===== src/verilog/slf_pkg.sv =====
`default_nettype none
package slf_pkg;

	// link count and buffering
	localparam int NUM_LINKS = 8;
	localparam int LINK_IDX_W = 3;
	localparam int FIFO_DEPTH = 16;

	// register indices; byte address is four times the index
	localparam logic [9:0] CFG_IDX_FIRST = 10'h0A0;
	localparam logic [9:0] CFG_IDX_LAST = 10'h0A7;
	localparam int ADDR_W = 12;

	// link order of the eight registers, in address order
	localparam logic [2:0] LINK_C_IDX = 3'h0;
	localparam logic [2:0] LINK_D_IDX = 3'h1;
	localparam logic [2:0] LINK_A_IDX = 3'h2;
	localparam logic [2:0] LINK_B_IDX = 3'h3;
	localparam logic [2:0] LINK_G_IDX = 3'h4;
	localparam logic [2:0] LINK_H_IDX = 3'h5;
	localparam logic [2:0] LINK_E_IDX = 3'h6;
	localparam logic [2:0] LINK_F_IDX = 3'h7;

	// field positions of a static configuration word
	localparam int CFG_EN_BIT = 31;
	localparam int CFG_PROC_BIT = 8;
	localparam int CFG_CHAN_MSB = 4;
	localparam int CFG_CHAN_LSB = 0;
	localparam int CFG_EN_BYTE = 3;
	localparam int CFG_PROC_BYTE = 1;
	localparam int CFG_CHAN_BYTE = 0;

	// bus answer for unmapped reads
	localparam logic [31:0] BUS_UNMAPPED_DATA = 32'h0000_0000;

	typedef struct packed {
		logic en;
		logic proc;
		logic [4:0] chan;
	} slf_cfg_type;

	localparam slf_cfg_type CFG_RESET = '{en: 1'b0, proc: 1'b0, chan: 5'h00};

	typedef struct packed {
		logic ctrl;
		logic [7:0] data;
		logic eop;
	} slf_token_type;

	typedef struct packed {
		logic proc;
		logic [4:0] chan;
		slf_token_type tok;
	} slf_entry_type;

	typedef enum logic [0:0] {
		SLF_IDLE = 1'b0,
		SLF_FWD = 1'b1
	} slf_pkt_state_type;

	typedef struct packed {
		slf_cfg_type [NUM_LINKS-1:0] cfg;
		logic waitreq;
		logic [31:0] rdata;
		slf_pkt_state_type pkt;
		logic [LINK_IDX_W-1:0] sel;
		logic pkt_static;
		logic dest_proc;
		logic [4:0] dest_chan;
		logic [NUM_LINKS-1:0] lnk_rdy;
		logic hold_full;
		logic hold_static;
		logic [LINK_IDX_W-1:0] hold_link;
		slf_entry_type hold;
		logic rt_valid;
		logic [LINK_IDX_W-1:0] rt_link;
		slf_token_type rt_tok;
	} slf_top_state_type;

endpackage
`default_nettype wire


===== src/verilog/slf_top.sv =====
`timescale 1ns/1ns
`default_nettype none
module slf_top (
	// clock and reset
	input wire logic core_clk,
	input wire logic rst_n,
	// avalon-mm register slave, byte addressed
	input wire logic [slf_pkg::ADDR_W-1:0] avs_address,
	input wire logic avs_read,
	input wire logic avs_write,
	input wire logic [31:0] avs_writedata,
	input wire logic [3:0] avs_byteenable,
	output logic [31:0] avs_readdata,
	output logic avs_waitrequest,
	// link receivers, index i is the link of register i
	input wire logic [slf_pkg::NUM_LINKS-1:0] lnk_valid,
	input wire slf_pkg::slf_token_type [slf_pkg::NUM_LINKS-1:0] lnk_tok,
	output logic [slf_pkg::NUM_LINKS-1:0] lnk_ready,
	// static traffic to local channel ends
	output logic ce_valid,
	output slf_pkg::slf_entry_type ce_entry,
	input wire logic ce_ready,
	// routed traffic handed on unchanged
	output logic rt_valid,
	output logic [slf_pkg::LINK_IDX_W-1:0] rt_link,
	output slf_pkg::slf_token_type rt_tok,
	input wire logic rt_ready
);
	localparam int EW = $bits(slf_pkg::slf_entry_type);

	slf_pkg::slf_top_state_type st;
	slf_pkg::slf_top_state_type nx;

	logic hit;
	logic [slf_pkg::LINK_IDX_W-1:0] widx;
	logic wr_go;
	logic rd_ack;
	logic fifo_in_valid;
	logic fifo_in_ready;
	logic [EW-1:0] fifo_out_data;
	logic gnt_any;
	logic [slf_pkg::LINK_IDX_W-1:0] gnt_idx;
	logic arb_adv;
	logic drained;
	logic capture;

	function automatic logic [31:0] cfg_word(input slf_pkg::slf_cfg_type c);
		logic [31:0] w;
		w = 32'h0000_0000;
		w[slf_pkg::CFG_EN_BIT] = c.en;
		w[slf_pkg::CFG_PROC_BIT] = c.proc;
		w[slf_pkg::CFG_CHAN_MSB:slf_pkg::CFG_CHAN_LSB] = c.chan;
		// every other bit stays zero
		return w;
	endfunction

	// word aligned, inside the eight-register window
	assign hit = (avs_address[1:0] == 2'h0)
		&& (avs_address[slf_pkg::ADDR_W-1:2] >= slf_pkg::CFG_IDX_FIRST)
		&& (avs_address[slf_pkg::ADDR_W-1:2] <= slf_pkg::CFG_IDX_LAST);
	assign widx = avs_address[4:2];
	assign wr_go = avs_write && !st.waitreq && hit;
	assign rd_ack = avs_read && st.waitreq;
	assign fifo_in_valid = st.hold_full && st.hold_static;

	assign avs_readdata = st.rdata;
	assign avs_waitrequest = st.waitreq;
	assign lnk_ready = st.lnk_rdy;
	assign rt_valid = st.rt_valid;
	assign rt_link = st.rt_link;
	assign rt_tok = st.rt_tok;
	assign ce_entry = fifo_out_data;

	slf_rr_arb #(
		.N(slf_pkg::NUM_LINKS),
		.IW(slf_pkg::LINK_IDX_W)
	) u_arb (
		.core_clk(core_clk),
		.rst_n(rst_n),
		.req(lnk_valid),
		.adv(arb_adv),
		.gnt_any(gnt_any),
		.gnt_idx(gnt_idx)
	);

	slf_fifo #(
		.WIDTH(EW),
		.DEPTH(slf_pkg::FIFO_DEPTH)
	) u_fifo (
		.core_clk(core_clk),
		.rst_n(rst_n),
		.in_valid(fifo_in_valid),
		.in_data(st.hold),
		.in_ready(fifo_in_ready),
		.out_valid(ce_valid),
		.out_data(fifo_out_data),
		.out_ready(ce_ready)
	);

	always_comb begin
		nx = st;
		arb_adv = 1'b0;
		drained = 1'b0;
		capture = 1'b0;

		// bus: one wait cycle, then the answer stands for the sampling edge
		if ((avs_read || avs_write) && st.waitreq) begin
			nx.waitreq = 1'b0;
			nx.rdata = slf_pkg::BUS_UNMAPPED_DATA;
			if (avs_read && hit) begin
				nx.rdata = cfg_word(st.cfg[widx]);
			end
		end else begin
			nx.waitreq = 1'b1;
		end
		if (wr_go) begin
			if (avs_byteenable[slf_pkg::CFG_EN_BYTE]) begin
				nx.cfg[widx].en = avs_writedata[slf_pkg::CFG_EN_BIT];
			end
			if (avs_byteenable[slf_pkg::CFG_PROC_BYTE]) begin
				nx.cfg[widx].proc = avs_writedata[slf_pkg::CFG_PROC_BIT];
			end
			if (avs_byteenable[slf_pkg::CFG_CHAN_BYTE]) begin
				nx.cfg[widx].chan = avs_writedata[slf_pkg::CFG_CHAN_MSB:slf_pkg::CFG_CHAN_LSB];
			end
		end

		// routed output register
		if (st.rt_valid && rt_ready) begin
			nx.rt_valid = 1'b0;
		end
		if (st.hold_full) begin
			if (st.hold_static) begin
				drained = fifo_in_ready;
			end else begin
				drained = !st.rt_valid || rt_ready;
				if (drained) begin
					nx.rt_valid = 1'b1;
					nx.rt_link = st.hold_link;
					nx.rt_tok = st.hold.tok;
				end
			end
		end
		if (drained) begin
			nx.hold_full = 1'b0;
		end

		case (st.pkt)
			slf_pkg::SLF_IDLE: begin
				if (gnt_any) begin
					arb_adv = 1'b1;
					nx.pkt = slf_pkg::SLF_FWD;
					nx.sel = gnt_idx;
					// mode and destination are fixed for the whole packet, so a
					// register write in mid-packet takes effect on the next one
					nx.pkt_static = st.cfg[gnt_idx].en;
					nx.dest_proc = st.cfg[gnt_idx].proc;
					nx.dest_chan = st.cfg[gnt_idx].chan;
				end
			end
			slf_pkg::SLF_FWD: begin
				capture = lnk_valid[st.sel] && st.lnk_rdy[st.sel];
				if (capture) begin
					nx.hold_full = 1'b1;
					nx.hold_static = st.pkt_static;
					nx.hold_link = st.sel;
					nx.hold.tok = lnk_tok[st.sel];
					// the header token is carried as data only, never decoded
					nx.hold.proc = st.dest_proc;
					nx.hold.chan = st.dest_chan;
					if (lnk_tok[st.sel].eop) begin
						nx.pkt = slf_pkg::SLF_IDLE;
					end
				end
			end
			default: begin
				nx.pkt = slf_pkg::SLF_IDLE;
			end
		endcase

		// ready is registered, so a taken token closes it for at least one cycle
		nx.lnk_rdy = '0;
		if (nx.pkt == slf_pkg::SLF_FWD && !nx.hold_full) begin
			nx.lnk_rdy[nx.sel] = 1'b1;
		end
	end

	always_ff @(posedge core_clk or negedge rst_n) begin
		if (!rst_n) begin
			st <= '0;
			st.cfg <= {slf_pkg::NUM_LINKS{slf_pkg::CFG_RESET}};
			st.waitreq <= 1'b1;
			st.pkt <= slf_pkg::SLF_IDLE;
		end else begin
			st <= nx;
		end
	end

	property p_cfg_en_write;
		@(posedge core_clk) disable iff (!rst_n)
		(wr_go && avs_byteenable[3]) |=> (st.cfg[$past(widx)].en == $past(avs_writedata[31]));
	endproperty
	a_cfg_en_write: assert property (p_cfg_en_write)
		else $error("enable bit not stored");

	property p_static_dest;
		@(posedge core_clk) disable iff (!rst_n)
		(st.pkt == slf_pkg::SLF_IDLE && gnt_any && st.cfg[gnt_idx].en)
		|=> st.pkt_static && (st.dest_chan == $past(st.cfg[gnt_idx].chan));
	endproperty
	a_static_dest: assert property (p_static_dest)
		else $error("static packet not bound to configured channel end");

	property p_no_route_static;
		@(posedge core_clk) disable iff (!rst_n)
		$rose(st.rt_valid) |-> $past(st.hold_full) && !$past(st.hold_static);
	endproperty
	a_no_route_static: assert property (p_no_route_static)
		else $error("static traffic reached the routed output");

	property p_proc_write;
		@(posedge core_clk) disable iff (!rst_n)
		(wr_go && avs_byteenable[1]) |=> (st.cfg[$past(widx)].proc == $past(avs_writedata[8]));
	endproperty
	a_proc_write: assert property (p_proc_write)
		else $error("processor select not stored");

	property p_chan_write;
		@(posedge core_clk) disable iff (!rst_n)
		(wr_go && avs_byteenable[0]) |=> (st.cfg[$past(widx)].chan == $past(avs_writedata[4:0]));
	endproperty
	a_chan_write: assert property (p_chan_write)
		else $error("channel end not stored");

	property p_read_map;
		@(posedge core_clk) disable iff (!rst_n)
		(rd_ack && hit) |=> !avs_waitrequest
			&& (avs_readdata[4:0] == $past(st.cfg[widx].chan))
			&& (avs_readdata[31] == $past(st.cfg[widx].en));
	endproperty
	a_read_map: assert property (p_read_map)
		else $error("read returned another link's register");

	property p_reserved_zero;
		@(posedge core_clk) disable iff (!rst_n)
		$fell(avs_waitrequest) |-> (avs_readdata[30:9] == 22'h000000)
			&& (avs_readdata[7:5] == 3'h0);
	endproperty
	a_reserved_zero: assert property (p_reserved_zero)
		else $error("reserved bits read nonzero");

	property p_bus_answer;
		@(posedge core_clk) disable iff (!rst_n)
		((avs_read || avs_write) && avs_waitrequest) |=> !avs_waitrequest ##1 avs_waitrequest;
	endproperty
	a_bus_answer: assert property (p_bus_answer)
		else $error("bus answer not one cycle after request");

	property p_bus_idle;
		@(posedge core_clk) disable iff (!rst_n)
		!(avs_read || avs_write) |=> avs_waitrequest;
	endproperty
	a_bus_idle: assert property (p_bus_idle)
		else $error("bus answered without a request");

	// a write outside the window must leave every link register alone
	property p_unmapped_write;
		@(posedge core_clk) disable iff (!rst_n)
		(avs_write && !avs_waitrequest && !hit) |=> $stable(st.cfg);
	endproperty
	a_unmapped_write: assert property (p_unmapped_write)
		else $error("write outside the window changed a register");

	property p_take_closes;
		@(posedge core_clk) disable iff (!rst_n)
		|(lnk_valid & lnk_ready) |=> (lnk_ready == '0);
	endproperty
	a_take_closes: assert property (p_take_closes)
		else $error("link stayed ready after a token was taken");

	property p_one_ready;
		@(posedge core_clk) disable iff (!rst_n)
		$onehot0(lnk_ready);
	endproperty
	a_one_ready: assert property (p_one_ready)
		else $error("more than one link ready at once");

	property p_ce_hold;
		@(posedge core_clk) disable iff (!rst_n)
		(ce_valid && !ce_ready)
		|=> ce_valid && $stable(ce_entry);
	endproperty
	a_ce_hold: assert property (p_ce_hold)
		else $error("static output changed while stalled");

	property p_rt_hold;
		@(posedge core_clk) disable iff (!rst_n)
		(rt_valid && !rt_ready)
		|=> rt_valid && $stable(rt_tok) && $stable(rt_link);
	endproperty
	a_rt_hold: assert property (p_rt_hold)
		else $error("routed output changed while stalled");

endmodule
`default_nettype wire


===== src/verilog/slf_fifo.sv =====
`timescale 1ns/1ns
`default_nettype none
module slf_fifo #(
	parameter int WIDTH = 15,
	parameter int DEPTH = 16
) (
	// clock and reset
	input wire logic core_clk,
	input wire logic rst_n,
	// fill side
	input wire logic in_valid,
	input wire logic [WIDTH-1:0] in_data,
	output logic in_ready,
	// drain side, registered
	output logic out_valid,
	output logic [WIDTH-1:0] out_data,
	input wire logic out_ready
);
	localparam int PW = $clog2(DEPTH);

	typedef struct packed {
		logic [DEPTH-1:0][WIDTH-1:0] mem;
		logic [PW-1:0] wptr;
		logic [PW-1:0] rptr;
		logic [PW:0] count;
		logic out_valid;
		logic [WIDTH-1:0] out_data;
	} slf_fifo_state_type;

	slf_fifo_state_type st;
	slf_fifo_state_type nx;
	logic push;
	logic pop;

	assign in_ready = (st.count != DEPTH[PW:0]);
	assign out_valid = st.out_valid;
	assign out_data = st.out_data;

	always_comb begin
		nx = st;
		push = in_valid && in_ready;
		// refill the output register whenever it is empty or being taken
		pop = (st.count != '0) && (!st.out_valid || out_ready);
		if (st.out_valid && out_ready) begin
			nx.out_valid = 1'b0;
		end
		if (pop) begin
			nx.out_valid = 1'b1;
			nx.out_data = st.mem[st.rptr];
			nx.rptr = st.rptr + 1'b1;
		end
		if (push) begin
			nx.mem[st.wptr] = in_data;
			nx.wptr = st.wptr + 1'b1;
		end
		nx.count = st.count + {{PW{1'b0}}, push} - {{PW{1'b0}}, pop};
	end

	always_ff @(posedge core_clk or negedge rst_n) begin
		if (!rst_n) begin
			st <= '0;
		end else begin
			st <= nx;
		end
	end

	property p_fifo_no_overfill;
		@(posedge core_clk) disable iff (!rst_n)
		(st.count == DEPTH[PW:0]) |-> !push;
	endproperty
	a_fifo_no_overfill: assert property (p_fifo_no_overfill)
		else $error("fifo written while full");

	// pointers and count are kept apart, so they must agree modulo depth
	property p_fifo_count;
		@(posedge core_clk) disable iff (!rst_n)
		(st.wptr - st.rptr) == st.count[PW-1:0];
	endproperty
	a_fifo_count: assert property (p_fifo_count)
		else $error("fifo pointers disagree with count");

endmodule
`default_nettype wire


===== src/verilog/slf_rr_arb.sv =====
`timescale 1ns/1ns
`default_nettype none
module slf_rr_arb #(
	parameter int N = 8,
	parameter int IW = 3
) (
	// clock and reset
	input wire logic core_clk,
	input wire logic rst_n,
	// requests and grant
	input wire logic [N-1:0] req,
	input wire logic adv,
	output logic gnt_any,
	output logic [IW-1:0] gnt_idx
);
	typedef struct packed {
		logic [IW-1:0] ptr;
	} slf_arb_state_type;

	slf_arb_state_type st;
	slf_arb_state_type nx;
	logic [IW-1:0] cand;

	// search from the pointer so that no link is starved by a busy neighbour
	always_comb begin
		cand = '0;
		gnt_any = 1'b0;
		gnt_idx = '0;
		for (int k = N - 1; k >= 0; k--) begin
			cand = st.ptr + k[IW-1:0];
			if (req[cand]) begin
				gnt_any = 1'b1;
				gnt_idx = cand;
			end
		end
		nx = st;
		if (adv && gnt_any) begin
			nx.ptr = gnt_idx + 1'b1;
		end
	end

	always_ff @(posedge core_clk or negedge rst_n) begin
		if (!rst_n) begin
			st <= '0;
		end else begin
			st <= nx;
		end
	end

endmodule
`default_nettype wire


===== config.mk =====
export PLATFORM = sky130hd
export DESIGN_NAME = slf_top
export DESIGN_NICKNAME = d
export VERILOG_FILES = /design/src/verilog/slf_pkg.sv /design/src/verilog/slf_top.sv /design/src/verilog/slf_fifo.sv /design/src/verilog/slf_rr_arb.sv
export SDC_FILE = /design/constraint.sdc
export NUM_CORES = 1
export LEC_CHECK = 0
export BUFFER_PORTS_ARGS = -buffer_cell sky130_fd_sc_hd__buf_2
export CORE_MARGIN = 2
export CORE_UTILIZATION = 30
export DETAILED_ROUTE_END_ITERATION = 6
export RECOVER_POWER = 100
export SLEW_MARGIN = 40
export SYNTH_ARGS = -nofsm -noshare
export SYNTH_HDL_FRONTEND = slang
export SYNTH_SLANG_ARGS = --single-unit
export TNS_END_PERCENT = 10

===== constraint.sdc =====
create_clock -name core_clk -period 4.6 [get_ports core_clk]
set_clock_uncertainty 0.05 [all_clocks]
set_input_delay 0.92 -clock core_clk [delete_from_list [all_inputs] [get_ports core_clk]]
set_output_delay 0.92 -clock core_clk [all_outputs]
set_load 0.05 [all_outputs]

==> run_results.csv <==
group,metric,value,unit
power,powerDensity,656.7,nW/um^2
sta,layout_setup_ws,438.5,ps
detailed_routing,vias,12600,
setup_path,crit_chain,"clkinv_1, ha_1, buf_4, mux2i_1, mux2_1, a221oi_4, nor4_1, o21ai_0, o31a_1, clkbuf_2, mux2i_1, mux2i_1, o221a_2",
setup_path,crit_family,"compound AO/OA/AOI/OAI gates",
die,die_h,263.9,um
sta,period_needed,4161,ps
sta,setup_viol,0,
global_routing,grt_max_degree,110,
finish,drive_gt1_frac,0.4346,
clock_tree,clk_pin_slew,60,ps
synthesis,yosysWarnings,0,
detailed_routing,drc,0,
synthesis,synth_common_cells,"dfrtp_1, mux2_2, mux4_2",
synthesis,syn_area_per_cell,13.97,um^2
sta,fmax,240.3,MHz
synthesis,synth_cell_types,69,
place,dp_hpwl,33.34,mm
die,rows,95,
clock_tree,clock_path_buffers,3,
clock_tree,cts_hold_buf,0,
synthesis,async_reset_ff_frac,1.000,
setup_path,cp-end-kind,"flip-flop",
sta,rsz0062_at_grt,"no",
setup_path,startpoint_type,"flip-flop",
place,port_buffers,162,
synthesis,synth.cell_area,20260,um^2
clock_tree,cts_buffers,45,
finish,n_antenna_cell,0,
detailed_routing,first_iter_violations,872,
detailed_routing,drt-total-wl,49.96,mm
finish,syn2layout_area_growth,14.14,%
synthesis,synth-seq-area-share,0.5028,
synthesis,synth_cells,1450,
finish,final_core_util,0.3449,
synthesis,synth.top_cell.area_share,0.5015,
synthesis,synth-seq-cells,407,
setup_path,cp_slowest_stage_delay,550,ps
finish,nets,1720,
global_routing,antenna_found_initial,0,
detailed_routing,first_pass_iters,5,
die,dieArea,69620,um^2
synthesis,synth.most_common_cell,"dfrtp_1",
place,pre_cts_slack,604.2,ps
run_status,violations,"max-capacitance violations, max-slew violations",
sta,period_share,0.9047,
sta,hold_viol_final,0,
clock_tree,postCtsSetupRepairBufs,0,
sta,slew_headroom,-0.6636,
die,initial_core_util,0.3022,
synthesis,synth.area.top_cells,"dfrtp_1, mux2_2, mux4_2",
min_path,hp-class,"flip-flop to flip-flop",
clock_tree,post_cts_resized,0,
sta,drv_slew,159,
die,core_area,67040,um^2
setup_path,cp.buffers_inverters,3,
sta,worst_pin_slew,2495,ps
setup_path,cp.required,5020,ps
clock_tree,clk-insertion-delay-late,580,ps
power,p_leak,10.72,nW
synthesis,synth_edf_count,0,
clock_tree,clockRootBuffer,"clkbuf_16",
run_status,outcome,"finished with violations",
sta,setup_tns,0,ps
finish,n_fill_cell,6586,
place,gpl.final_weighted_congestion,0.8357,
clock_tree,htree_num_levels,2,
setup_path,worstPathArrival,4580,ps
clock_tree,cts_tree,"yes",
run,drv_cap,6,
die,die_width,263.9,um
clock_tree,clkSinkCount,407,
setup_path,critPathMaxFanout,10,
setup_path,cpMaxStageDelayCell,"o31a_1",
global_routing,grt_pass1_vias,13380,
setup_path,critPathKind,"flip-flop to flip-flop",
die,ios,214,
global_routing,grt_overflow,0,
global_routing,track_usage,0.1439,
detailed_routing,drt-vias-per-instance,5.098,
detailed_routing,ant_nets,0,
power,ir_worst_vdd,0.0003095,V
global_routing,grt_pass1_wl,78.95,mm
synthesis,yosysTopAreaCell,"dfrtp_1",
synthesis,synthFlopType,"dfrtp_1",
detailed_routing,avgRoutedWirePerCell,20.21,um
setup_path,cpMostUsedCell,"mux2i_1",
logic make-up after synthesis:
| kind of cell | count (synthesis) | synth area share |
|---|---|---|
| other cells | 1 | 0.0001851 |
| simple gates | 189 | 0.04342 |
| fa+ha+maj | 14 | 0.009018 |
| compound gates | 123 | 0.04324 |
| buf+inv | 182 | 0.04855 |
| mux | 520 | 0.3463 |
| flops | 407 | 0.5028 |
| xor+xnor | 14 | 0.006424 |
report_power, final:
group	internal, W	switching (W)
clock network	0.00220	0.00149
registers	0.00460	0.00111
logic	0.00286	0.00291
layer usage:
layer  vias to the layer above  GRT usage  part of all wire
met3                        55    0.02591             0.046
li1                       5526          -                 -
met4                         0    0.03225             0.016
met1                      6692     0.1934              0.44
met2                       330     0.2422              0.50
met5                         -          0                 0
stage by stage:
| stage | hold slack, ps | cells | area (um^2) | power, W |
|---|---|---|---|---|
| finish | 427.7 | 2472 | 23120 | 0.01518 |
| global route | 458.4 | 2472 | 23120 | 0.01606 |
| CTS | 404.2 | 2471 | 23290 | 0.01541 |
| detailed placement | 419.3 | 2389 | 21770 | 0.01166 |
| global placement | 418.8 | 2388 | 21740 | 0.01141 |
| floorplan | 401.0 | 1474 | 20350 | 0.01014 |
layout by cell type, fill, tap and decap left out, types with 22 or more instances in the layout:
cell type,count
buf_2,114
clkbuf_1,74
clkbuf_16,45
conb_1,25
dfrtp_1,403
inv_1,22
mux2_2,359
mux2i_1,51
mux4_2,107
nand2_1,69
nor2_1,54
o21ai_0,26
o22ai_1,25
final timing paths:
| kind | slack, ps | from | end | depth (start not counted) |
|---|---|---|---|---|
| worst max-delay path | 440 | u_arb.st[0] | st[47] | 13 |
| worst min-delay path | 430 | rt_link[2] | rt_link[2] | 2 |
| worst max register to register | 440 | u_arb.st[0] | st[47] | 13 |
| worst min register to register | 430 | rt_link[2] | rt_link[2] | 2 |
| max in group asynchronous | 880 | rst_n | st[51] | 3 |
| min in group asynchronous | 1070 | rst_n | u_fifo.out_data[1] | 1 |
area by class of cell:
type | instances | area [um^2] | area share
Tap cell | 873 | 1092 | 0.04724
Multi-Input combinational cell | 885 | 9186 | 0.3973
Sequential cell | 407 | 10190 | 0.4407
Clock inverter | 21 | 262.8 | 0.01136
Timing Repair Buffer | 201 | 1045 | 0.04518
Clock buffer | 61 | 1256 | 0.05433
Inverter | 24 | 90.09 | 0.003896
sequential cells by signal (all words and copies together), names as in the netlist, 3 cells and up:
name,count
lnk_ready,8
u_fifo.st,269
st,88
rt_link,3
u_arb.st,3
u_fifo.out_data,16
avs_readdata,7
rt_tok,10
worst min-delay path, delay by kind of cell (launching register included):
family,cells,cell delay (ps)
compound gates,1,60
flops,1,340
simple gates,1,40
No activity file was read; power rests on OpenSTA's default activity.
